[src/gpio_opt_pkg.sv]
/*
 Package for the pad option latch and pin role select block.
 Holds register offsets, field positions, reset values and the pin carrier struct.
 Assumes a 32-bit Avalon-MM register bus with byte addresses.
*/
package gpio_opt_pkg;
   localparam int PIN_COUNT = 10;
   localparam int ADDR_W = 5;

   // Register byte offsets on the register bus.
   localparam logic [ADDR_W-1:0] PORT_CTRL_OFS = 5'h00;
   localparam logic [ADDR_W-1:0] PORT_SET_OFS = 5'h04;
   localparam logic [ADDR_W-1:0] CRYSTAL_CTRL_OFS = 5'h08;
   localparam logic [ADDR_W-1:0] PORT_LOW_VALUE_OFS = 5'h0C;
   localparam logic [ADDR_W-1:0] PORT_LOW_CFG_OFS = 5'h10;
   localparam logic [ADDR_W-1:0] PORT_HIGH_VALUE_OFS = 5'h14;
   localparam logic [ADDR_W-1:0] PORT_HIGH_CFG_OFS = 5'h18;
   localparam logic [ADDR_W-1:0] READBACK_OFS = 5'h1C;

   // Field positions of the pad option control register.
   localparam int STROBE_BIT = 7;
   localparam int MATRIX_BIT = 6;
   localparam int ROFF_BIT = 5;
   localparam int LED_LVL_LSB = 0;
   localparam int LED_LVL_MSB = 1;

   // Field positions of the special set register.
   localparam int REFEN_BIT = 0;
   localparam int CLKEN_BIT = 1;
   localparam int CLKOUT_LSB = 2;
   localparam int CLKOUT_MSB = 3;

   // Field positions of the crystal control and readback registers.
   localparam int CRYSTAL_ENA_BIT = 0;
   localparam int LED_ACTUAL_BIT = 0;

   // Pins with special roles.
   localparam int PIN_CRYSTAL = 0;
   localparam int PIN_REF = 3;
   localparam int PIN_DBG_DATA = 4;
   localparam int PIN_LED = 5;
   localparam int PIN_CLKOUT2 = 6;

   // Reset values.
   localparam logic [7:0] PORT_CTRL_RST = 8'h00;
   localparam logic [7:0] PORT_SET_RST = 8'h00;
   localparam logic [7:0] CRYSTAL_CTRL_RST = 8'h00;
   localparam logic [7:0] PORT_LOW_VALUE_RST = 8'hDF;
   localparam logic [7:0] PORT_LOW_CFG_RST = 8'h00;
   localparam logic [1:0] PORT_HIGH_VALUE_RST = 2'h3;
   localparam logic [1:0] PORT_HIGH_CFG_RST = 2'h0;
   localparam logic [1:0] OPTION_STORE_RST = 2'h0;

   // Pins affected by the pad options.
   localparam logic [9:0] MATRIX_PINS = 10'h00E;
   localparam logic [9:0] ROFF_PINS = 10'h006;

   // Everything the block drives toward the pads, one bit per pin.
   typedef struct packed {
      logic [PIN_COUNT-1:0] out;
      logic [PIN_COUNT-1:0] oe;
      logic [PIN_COUNT-1:0] pullup_en;
      logic [PIN_COUNT-1:0] pulldown_en;
   } pad_drive_t;

   // Option store contents: matrix wake and pull-up removal.
   typedef struct packed {
      logic matrix;
      logic roff;
   } option_t;
endpackage

[src/gpio_option_latch_and_role_select.sv]
/*
 Pad-side logic for the general-purpose pins: the retained two-bit option store,
 the port registers, and the fixed-priority selection of each pin's special role.
 Assumes a synchronous Avalon-MM master, pad inputs synchronous to clk_sys, and a
 separate pad power-on reset (rst_pad) that stays inactive through core shutdown.
*/
// Summary of operation
// - Two-bit option store survives core shutdown.
// - Strobe 0-1-0 loads matrix and pull-up-removal bits.
// - Option strobe is control bit 7.
// - Matrix request bit 6, pull-up removal bit 5.
// - Option bit reads return stored option values.
// - Lower order role overrides higher order controls.
// - Pin 0: programming supply, crystal, then input.
// - Pin 3 carries reference clock when enabled.
// - Pin 4: debug data, clock output, then port.
// - Pin 5 debug clock unless LED driver on.
// - LED has two-bit level, switched by bit 5.
// - LED on disables pin 5 pull-down transistor.
// - Pin 5 output stage fixed open-drain.
// - Pin 5 plain open-drain only during debug.
// - Actual LED drive state in readback status.
// - Matrix option: pins 3..1 pull-ups off, pull-downs on.
// - Removal option disconnects pull-ups on affected pins.
`timescale 1ns/10ps
`default_nettype none
module gpio_option_latch_and_role_select (
   input wire logic clk_sys,
   input wire logic rst,
   input wire logic rst_pad,
   input wire logic [gpio_opt_pkg::ADDR_W-1:0] address,
   input wire logic read,
   input wire logic write,
   input wire logic [31:0] writedata,
   output logic [31:0] readdata,
   output logic waitrequest,
   input wire logic [gpio_opt_pkg::PIN_COUNT-1:0] gpio_in,
   output gpio_opt_pkg::pad_drive_t pad_drive,
   input wire logic prog_supply_active,
   input wire logic debug_transaction,
   input wire logic debug_session,
   input wire logic debug_data_out,
   input wire logic debug_data_oe,
   output logic debug_data_in,
   output logic debug_clock_in,
   input wire logic clock_output_src,
   output logic ref_clock_out,
   output logic crystal_oscillator_input,
   output logic [1:0] led_current_level,
   output logic led_drive_actual
);
   import gpio_opt_pkg::*;

   logic [7:0] port_ctrl_reg;
   logic [7:0] port_set_reg;
   logic [7:0] crystal_osc_control_reg;
   logic [7:0] port_low_value_reg;
   logic [7:0] port_low_drive_config_reg;
   logic [1:0] port_high_value_reg;
   logic [1:0] port_high_drive_config_reg;
   option_t option_store_reg;
   logic ack_reg;
   logic [31:0] readdata_reg;
   logic [31:0] readdata_next;
   logic wr_take;
   logic [9:0] port_value;
   logic [9:0] port_push_pull;
   logic [9:0] gen_out;
   logic [9:0] gen_oe;
   logic [9:0] gen_pullup;
   logic ref_clock_pin_enable;
   logic clock_output_enable;
   logic [1:0] clock_output_pin_select;
   logic crystal_osc_enable;
   logic led_intended;

   // Every access takes one wait cycle, so decode and read data come from flops.
   assign waitrequest = (read | write) & ~ack_reg;
   assign wr_take = write & ack_reg;
   assign readdata = readdata_reg;

   always_ff @(posedge clk_sys or posedge rst) begin
      if (rst) begin
         ack_reg <= 1'b0;
      end else begin
         ack_reg <= (read | write) & ~ack_reg;
      end
   end

   // Field aliases for the role logic.
   assign ref_clock_pin_enable = port_set_reg[REFEN_BIT];
   assign clock_output_enable = port_set_reg[CLKEN_BIT];
   assign clock_output_pin_select = port_set_reg[CLKOUT_MSB:CLKOUT_LSB];
   assign crystal_osc_enable = crystal_osc_control_reg[CRYSTAL_ENA_BIT];
   assign led_current_level = port_ctrl_reg[LED_LVL_MSB:LED_LVL_LSB];
   assign port_value = {port_high_value_reg, port_low_value_reg};
   assign port_push_pull = {port_high_drive_config_reg, port_low_drive_config_reg};

   // requests at bits 6 and 5
   // The request bits are kept here and only reach the pads through the store.
   always_ff @(posedge clk_sys or posedge rst) begin
      if (rst) begin
         port_ctrl_reg <= PORT_CTRL_RST;
      end else if (wr_take && address == PORT_CTRL_OFS) begin
         port_ctrl_reg <= writedata[7:0];
      end
   end

   // Special role enables.
   always_ff @(posedge clk_sys or posedge rst) begin
      if (rst) begin
         port_set_reg <= PORT_SET_RST;
      end else if (wr_take && address == PORT_SET_OFS) begin
         port_set_reg <= writedata[7:0];
      end
   end

   // Crystal oscillator control.
   always_ff @(posedge clk_sys or posedge rst) begin
      if (rst) begin
         crystal_osc_control_reg <= CRYSTAL_CTRL_RST;
      end else if (wr_take && address == CRYSTAL_CTRL_OFS) begin
         crystal_osc_control_reg <= writedata[7:0];
      end
   end

   // Port values and drive modes; the upper port only uses its two low bits.
   always_ff @(posedge clk_sys or posedge rst) begin
      if (rst) begin
         port_low_value_reg <= PORT_LOW_VALUE_RST;
         port_low_drive_config_reg <= PORT_LOW_CFG_RST;
         port_high_value_reg <= PORT_HIGH_VALUE_RST;
         port_high_drive_config_reg <= PORT_HIGH_CFG_RST;
      end else if (wr_take) begin
         if (address == PORT_LOW_VALUE_OFS) begin
            port_low_value_reg <= writedata[7:0];
         end
         if (address == PORT_LOW_CFG_OFS) begin
            port_low_drive_config_reg <= writedata[7:0];
         end
         if (address == PORT_HIGH_VALUE_OFS) begin
            port_high_value_reg <= writedata[1:0];
         end
         if (address == PORT_HIGH_CFG_OFS) begin
            port_high_drive_config_reg <= writedata[1:0];
         end
      end
   end

   // retained option store
   // The store sits on the pad power-on reset only, so a core reset or shutdown
   // leaves the user's options in force.
   // reloaded at every clk_sys edge while strobe high
   always_ff @(posedge clk_sys or posedge rst_pad) begin
      if (rst_pad) begin
         option_store_reg <= OPTION_STORE_RST;
      end else if (port_ctrl_reg[STROBE_BIT]) begin
         option_store_reg.matrix <= port_ctrl_reg[MATRIX_BIT];
         option_store_reg.roff <= port_ctrl_reg[ROFF_BIT];
      end
   end

   // LED level and switch
   // Software sees its intent; the adapter may still force the driver off.
   assign led_intended = port_low_value_reg[PIN_LED] & (led_current_level != 2'h0);
   assign led_drive_actual = led_intended & ~debug_session;

   // Read mux, latched on the wait cycle so data stand at the completing edge.
   always_comb begin
      readdata_next = 32'h0000_0000;
      case (address)
         PORT_CTRL_OFS: begin
            readdata_next[7:0] = port_ctrl_reg;
            readdata_next[MATRIX_BIT] = option_store_reg.matrix;
            readdata_next[ROFF_BIT] = option_store_reg.roff;
         end
         PORT_SET_OFS: begin
            readdata_next[7:0] = port_set_reg;
         end
         CRYSTAL_CTRL_OFS: begin
            readdata_next[7:0] = crystal_osc_control_reg;
         end
         PORT_LOW_VALUE_OFS: begin
            readdata_next[7:0] = gpio_in[7:0];
            readdata_next[PIN_LED] = led_intended;
         end
         PORT_LOW_CFG_OFS: begin
            readdata_next[7:0] = port_low_drive_config_reg;
         end
         PORT_HIGH_VALUE_OFS: begin
            readdata_next[1:0] = gpio_in[9:8];
         end
         PORT_HIGH_CFG_OFS: begin
            readdata_next[1:0] = port_high_drive_config_reg;
         end
         READBACK_OFS: begin
            readdata_next[LED_ACTUAL_BIT] = led_drive_actual;
         end
         default: begin
            readdata_next = 32'h0000_0000;
         end
      endcase
   end

   always_ff @(posedge clk_sys or posedge rst) begin
      if (rst) begin
         readdata_reg <= 32'h0000_0000;
      end else if (read && !ack_reg) begin
         readdata_reg <= readdata_next;
      end
   end

   // Plain port behaviour per pin: open-drain pulls low only, push-pull drives both
   // ways. Pull-ups sit on open-drain pins unless an option in the store removes them.
   genvar i;
   generate
      for (i = 0; i < PIN_COUNT; i = i + 1) begin : g_pin
         always_comb begin
            gen_out[i] = port_push_pull[i] & port_value[i];
            gen_oe[i] = port_push_pull[i] | ~port_value[i];
            gen_pullup[i] = ~port_push_pull[i]
               & ~(option_store_reg.matrix & MATRIX_PINS[i])
               & ~(option_store_reg.roff & ROFF_PINS[i]);
         end
      end
   endgenerate

   // fixed role priority
   // Each pin's special roles are resolved top down; a higher role masks the output
   // and enable controls of the roles below it.
   always_comb begin
      pad_drive.out = gen_out;
      pad_drive.oe = gen_oe;
      pad_drive.pullup_en = gen_pullup;
      pad_drive.pulldown_en = option_store_reg.matrix ? MATRIX_PINS : 10'h000;

      pad_drive.out[PIN_CRYSTAL] = 1'b0;
      pad_drive.oe[PIN_CRYSTAL] = 1'b0;
      if (prog_supply_active || crystal_osc_enable) begin
         pad_drive.pullup_en[PIN_CRYSTAL] = 1'b0;
      end

      if (ref_clock_pin_enable) begin
         pad_drive.out[PIN_REF] = 1'b0;
         pad_drive.oe[PIN_REF] = 1'b0;
      end

      if (debug_transaction) begin
         pad_drive.out[PIN_DBG_DATA] = debug_data_out;
         pad_drive.oe[PIN_DBG_DATA] = debug_data_oe;
      end else if (clock_output_enable && clock_output_pin_select[0]) begin
         pad_drive.out[PIN_DBG_DATA] = clock_output_src;
         pad_drive.oe[PIN_DBG_DATA] = 1'b1;
      end

      // Second clock output pin; the clock is only a role, so no flop sits on it.
      if (clock_output_enable && clock_output_pin_select[1]) begin
         pad_drive.out[PIN_CLKOUT2] = clock_output_src;
         pad_drive.oe[PIN_CLKOUT2] = 1'b1;
      end

      // debug clock unless LED
      // Outside a debug session the pin is the LED driver and never pulls low,
      // which keeps the debug clock line free whenever the LED is dark.
      pad_drive.out[PIN_LED] = 1'b0;
      pad_drive.oe[PIN_LED] = debug_session & ~port_low_value_reg[PIN_LED] & ~led_drive_actual;
      pad_drive.pullup_en[PIN_LED] = 1'b0;
   end

   // Role inputs handed back to the core.
   assign crystal_oscillator_input = ~prog_supply_active & crystal_osc_enable & gpio_in[PIN_CRYSTAL];
   assign ref_clock_out = ref_clock_pin_enable & gpio_in[PIN_REF];
   assign debug_data_in = gpio_in[PIN_DBG_DATA];
   assign debug_clock_in = ~led_drive_actual & gpio_in[PIN_LED];
endmodule
`default_nettype wire

[config.mk]
export PLATFORM = sky130hd
export DESIGN_NAME = gpio_option_latch_and_role_select
export DESIGN_NICKNAME = d
export VERILOG_FILES = /design/src/gpio_opt_pkg.sv /design/src/gpio_option_latch_and_role_select.sv
export SDC_FILE = /design/constraint.sdc
export NUM_CORES = 1
export LEC_CHECK = 0
export ABC_AREA = 1
export ABC_CLOCK_PERIOD_IN_PS = 1250
export BUFFER_PORTS_ARGS = -buffer_cell sky130_fd_sc_hd__buf_2
export CAP_MARGIN = 30
export CORE_ASPECT_RATIO = 0.7
export CORE_MARGIN = 10
export CORE_UTILIZATION = 43
export CTS_BUF_LIST = sky130_fd_sc_hd__clkbuf_16
export DETAILED_ROUTE_END_ITERATION = 10
export MAX_ROUTING_LAYER = met4
export PLACE_DENSITY_LB_ADDON = 0.08
export SLEW_MARGIN = 20
export SYNTH_ARGS = -nofsm -noshare
export SYNTH_HDL_FRONTEND = slang
export SYNTH_SLANG_ARGS = --single-unit
[constraint.sdc]
create_clock -name clk_sys -period 1.25 [get_ports clk_sys]
set_input_delay 0 -clock clk_sys [delete_from_list [all_inputs] [get_ports clk_sys]]
set_output_delay 0 -clock clk_sys [all_outputs]
set_load 0.05 [all_outputs]
==> reports/metrics.csv, run 1 <==
metric;value;unit
status;complete, but fails checks;
failing checks;setup timing;
Yosys reg bits;54;
Starting Density;45.0;%
Crit-path slowest cell;dfstp_2;
htree depth;2;
area leader, netlist;dfrtp_1;
Mapped Cells;387;
fin util;56.1;%
# IOs;138;
cell with the most instances after synthesis;nand2_1;
Via density;4.69;
Diodes inserted;0;
clock sinks;54;
share of cells above drive strength 1;34.0;%
synth unique cells;27;
CTS buffer count;5;
worst slack, placed;-0.0431;ns
arrival time worst endpoint;1.26;ns
RSZ-0062 raised after global routing;true;
First-pass DRT Iterations;4;
FP Rows;25;
synthesis-to-layout area growth;24.6;%
asr flop ratio synth;100;%
CP Buf/Inv Count;1;
clk_lat worst skew;0.30;ns
max-cap violations;0;
core area;0.00685;mm^2
CP Class;flip-flop to output pin;
period utilisation layout;101;%
Area contributors post-synth;dfrtp_1, nand2_1, buf_4, dfstp_2, nand4_1;
vias in the first global route;2639;
initial antenna violation count;0;
FILL cells;651;
P per Cell Area;1430;mW/mm^2
Lkg Pwr;2.06;nW
crit path capture type;output pin;
root buffer cell;clkbuf_16;
Seq/Total Area, Yosys;44.1;%
antenna-violating nets left;0;
DRT Wirelength;8860;um
Clock Path Buffers;2;
Avg Synthesized Cell Area;7.97;um^2
Most used DFF post-synth;dfrtp_1;
CP cell instances;nand3_2 -> a31oi_2 -> buf_6;
largest net degree at the start of global routing;53;
maximum VDD drop;0.000724;V
CP peak stage delay;0.56;ns
crit-path leading delay family;flip-flops;
GPL Wtd Cong;0.840;
max-slew violations;0;
placed cells;559;
share of the synthesized area in the top cell type;37.3;%
grt ovf;0;
# setup viols final;1;
PortBufs;78;
hold_ws;0.0469;ns
WL/cell;15.4;um
synth cell count leaders;nand2_1, dfrtp_1, buf_4;
fin worst setup slack;-0.00746;ns
skew final;0.00632;ns
initial DRC count;155;
GR Util All Layers;16.0;%
DP Wirelength;6830;um
startpoint types;flip-flop;
CP max FO;3;
fin crit period;1.26;ns
Tightest Hold Check Type;primary input to flip-flop;
Ys Warns;0;
Fmax;795;MHz
die width;121;um
Worst-path clk slew;0.07;ns
nets;537;
first-pass GRT wire length;14000;um
WP data required;1.25;ns
final hold vios;0;
Vias;2692;
Final Instance Count excl. Fillers;574;
DRC Markers;0;
cell area after synthesis;0.00309;mm^2
full die area;0.0110;mm^2
Post-synth EDFFs;0;
Die Ht;90.9;um
CTS tree;done;
[layout by cell type, fill, tap and decap left out, types with 2 or more instances in the layout]
master and count:
buf_2 69, buf_4 24, buf_6 4, clkbuf_16 5, clkinv_4 4, conb_1 35, dfrtp_1 41, dfrtp_2 5
dfstp_2 8, dlygate4sd3_1 4, inv_1 31, inv_2 4, mux2_2 2, nand2_1 111, nand2_2 3, nand2_4 4
nand3_1 14, nand4_1 20, nand4_4 2, nor2_1 12, nor2_2 6, nor2_4 6, nor3_2 3, o21ai_0 20
o21ai_1 24, o21ai_2 9, o21bai_1 2
[final timing paths]
kind,start,to,slack [ns],cells after the start
setup / recovery,port_low_value_reg[4],pad_drive[34],-0.007,3
hold / removal,writedata[3],port_set_reg[3],0.05,3
setup reg to reg,ack_reg,ack_reg,0.09,2
hold reg to reg,readdata[6],readdata[6],0.48,2
max in group asynchronous,rst,port_low_value_reg[1],0.66,4
min in group asynchronous,rst_pad,option_store_reg[0],0.09,3
[kinds of logic (layout without fill, tap and decap cells)]
family          Yosys count  in the layout  share of synthesized area (%)
mux                       2              2                          0.730
compound gates           58             58                           10.7
flops                    54             54                           44.1
simple gates            183            184                           27.2
other cells               1             35                          0.122
buf+inv                  89            147                           17.2
[report_power, final]
| part | total, mW | switching (mW) | internal, mW |
|---|---|---|---|
| clock network | 1.42 | 0.669 | 0.754 |
| logic | 1.85 | 1.39 | 0.467 |
| registers | 2.23 | 0.229 | 2.00 |
| total | 5.51 | 2.28 | 3.22 |
[cell type report]
cell class / instances / area [um^2] / share of cell area [%]
multi-input cells: 279 / 1430 / 37.3
well taps: 94 / 118 / 3.06
clock inverters: 3 / 26.3 / 0.683
clock buffers: 5 / 125 / 3.25
flip-flops and latches: 54 / 1370 / 35.6
inverters: 37 / 144 / 3.74
repair buffers: 102 / 631 / 16.4
[worst register-to-register path: stages (launching register included)]
cell and delay [ns]:
dfrtp_1 0.40, nor2_2 0.14, dlygate4sd3_1 0.56
[per-stage QoR]
stage	cell area (um^2)	power [mW]	setup TNS, ns
after floorplan	3240	3.68	-0.827
after global placement	3500	3.97	0
after detailed placement	3500	4.00	-0.104
after CTS	3760	5.49	-0.0365
after global routing	3840	5.76	-0.0572
final	3840	5.51	-0.00746
[per-layer routing]
metal  track usage [%]  vias up  part of all wire, %
met4              3.07        0                 0.45
met5                 -        -                    0
met2              22.6       96                   44
met3              3.87        5                  9.4
met1              22.5     1221                   47
li1                  -     1370                    -
[what timing repair did]
| item | 4_1_cts | 5_1_grt |
|---|---|---|
| setup buffers | 0 | 2 |
| setup endpoints to repair | 17 | 44 |
| hold buffers | 4 | 0 |
| gates cloned | 0 | 1 |
| pin swaps | 0 | 4 |
| endpoints found under the hold margin | 47 | 0 |
| gates resized for setup | 19 | 19 |
No activity file was read; power rests on OpenSTA's default activity.
==> run 2, diff against run 1 <==
--- a/config.mk
+++ b/config.mk
@@ -15,7 +15,7 @@
 export CTS_BUF_LIST = sky130_fd_sc_hd__clkbuf_16
 export DETAILED_ROUTE_END_ITERATION = 10
 export MAX_ROUTING_LAYER = met4
-export PLACE_DENSITY_LB_ADDON = 0.08
+export PLACE_DENSITY = 0.87
 export SLEW_MARGIN = 20
 export SYNTH_ARGS = -nofsm -noshare
 export SYNTH_HDL_FRONTEND = slang
==> run 2 against run 1 <==
  * The run still ends with setup timing left
  * Critical path depth unchanged
  * Count of clock-buffer cells in the layout did not move
  * Combinational power hardly changed
==> reports/metrics.csv, run 2 (synthesis results as in run 1) <==
metric;value;unit;change
status;complete, but fails checks;;unchanged
failing checks;setup timing;;unchanged
Die Ht;90.9;um;unchanged
Via density;4.91;;was 4.69
startpoint types;flip-flop;;unchanged
initial antenna violation count;0;;unchanged
max-cap violations;0;;unchanged
WP data required;1.25;ns;about the same
antenna-violating nets left;0;;unchanged
Crit-path slowest cell;dfstp_2;;unchanged
GRT Max-Usage Layer;met2;;unchanged
DRC Markers;0;;unchanged
P per Cell Area;1510;mW/mm^2;was 1430 mW/mm^2
DP Wirelength;6920;um;was 6830 um
First-pass DRT Iterations;5;;was 4
Lkg Pwr;2.07;nW;was 2.06 nW
PortBufs;78;;unchanged
DRT Wirelength;9000;um;was 8860 um
grt ovf;0;;unchanged
crit-path leading delay family;flip-flops;;unchanged
Worst-path clk slew;0.07;ns;about the same
core area;0.00685;mm^2;unchanged
CP Buf/Inv Count;1;;unchanged
arrival time worst endpoint;1.28;ns;was 1.26 ns
synthesis-to-layout area growth;25.8;%;was 24.6%
CP cell instances;nand3_2 -> a31oi_4 -> buf_6;;was nand3_2 -> a31oi_2 -> buf_6
fin worst setup slack;-0.0263;ns;was -0.00746 ns
final hold vios;0;;unchanged
CP max FO;3;;unchanged
placed cells;556;;was 559
maximum VDD drop;0.000909;V;was 0.000724 V
# IOs;138;;unchanged
Diodes inserted;0;;unchanged
CP peak stage delay;0.57;ns;was 0.56 ns
CTS tree;done;;unchanged
initial DRC count;251;;was 155
hold_ws;0.0639;ns;was 0.0469 ns
clock sinks;54;;unchanged
# setup viols final;1;;unchanged
WL/cell;15.8;um;was 15.4 um
die width;121;um;unchanged
worst slack, placed;-0.0377;ns;was -0.0431 ns
setup_tns;-0.0263;ns;was -0.00746 ns
first-pass GRT wire length;14100;um;was 14000 um
max-slew violations;0;;unchanged
period utilisation layout;102;%;was 101%
Final Instance Count excl. Fillers;571;;was 574
nets;534;;was 537
Clock Path Buffers;2;;unchanged
clk_lat worst skew;0.29;ns;was 0.30 ns
Starting Density;45.0;%;unchanged
RSZ-0062 raised after global routing;true;;unchanged
Tightest Hold Check Type;primary input to flip-flop;;unchanged
Vias;2801;;was 2692
most frequent cells in the layout;nand2_1, buf_2, dfrtp_1, conb_1, inv_1;;unchanged
htree depth;2;;unchanged
Fmax;784;MHz;was 795 MHz
CTS buffer count;5;;unchanged
CP Class;flip-flop to output pin;;unchanged
skew final;0.00599;ns;was 0.00632 ns
commonest non-fill, non-tap cell in the layout;nand2_1;;unchanged
fin crit period;1.28;ns;was 1.26 ns
met3 usage;4.31;%;was 3.87%
routing usage on met2;24.6;%;was 22.6%
largest net degree at the start of global routing;17;;was 53
vias in the first global route;2678;;was 2639
GRT met1 Usage;20.8;%;was 22.5%
crit path capture type;output pin;;unchanged
GR Util All Layers;16.2;%;was 16.0%
FP Rows;25;;unchanged
Total Power;5.86;mW;was 5.51 mW
root buffer cell;clkbuf_16;;unchanged
GPL Wtd Cong;0.935;;was 0.840
full die area;0.0110;mm^2;unchanged
share of cells above drive strength 1;33.3;%;was 34.0%
run 2: final cells by class:
type                    count  area (um^2)
fillers                   609         2970
well taps                  94          118
clock buffers               5          125
inverters                  37          144
multi-input cells         279         1440
flip-flops and latches     54         1370
repair buffers             99          623
clock inverters             3         63.8
run 2: final timing paths:
check	startpoint	endpoint	slack (ns)	cells after the start
max	port_low_value_reg[4]	pad_drive[34]	-0.03	3
min	writedata[2]	port_low_drive_config_reg[2]	0.06	3
max reg2reg	port_ctrl_reg[0]	readdata[0]	0.10	8
min reg2reg	readdata[3]	readdata[3]	0.48	2
max in group asynchronous	rst	port_low_value_reg[6]	0.45	4
min in group asynchronous	rst_pad	option_store_reg[1]	0.10	3
run 2: repair_timing:
item	CTS	global route
endpoints found under the setup margin	17	50
resized for setup	15	28
hold buffers	4	0
endpoints found under the hold margin	14	0
buffers inserted	1	1
pin swaps	0	5
cloned	0	1
run 2: per-layer routing:
layer | vias up | routed length (um)
met3 | 17 | 838
met1 | 1311 | 3840
met2 | 113 | 4190
met5 | - | 0
li1 | 1360 | -
met4 | 0 | 134
run 2: through the flow:
stage	utilization [%]	area (um^2)
2_1_floorplan	-	3240
3_3_place_gp	51.0	3490
3_5_place_dp	51.0	3490
4_1_cts	55.1	3780
5_1_grt	56.7	3880
6_report	56.7	3880
run 2: report_power, final:
group          switching [mW]  internal [mW]
sequential              0.236           2.00
combinational            1.40          0.464
clock                   0.617           1.14
run 2: worst register-to-register path: stages, from the launching register on:
cell and delay, ns:
dfrtp_2 0.44, nor2_2 0.16, nor3_4 0.05, nand2_1 0.06, nand2_1 0.04, nor2_1 0.08
nand2_1 0.08, nand2_1 0.08, nand2_1 0.05
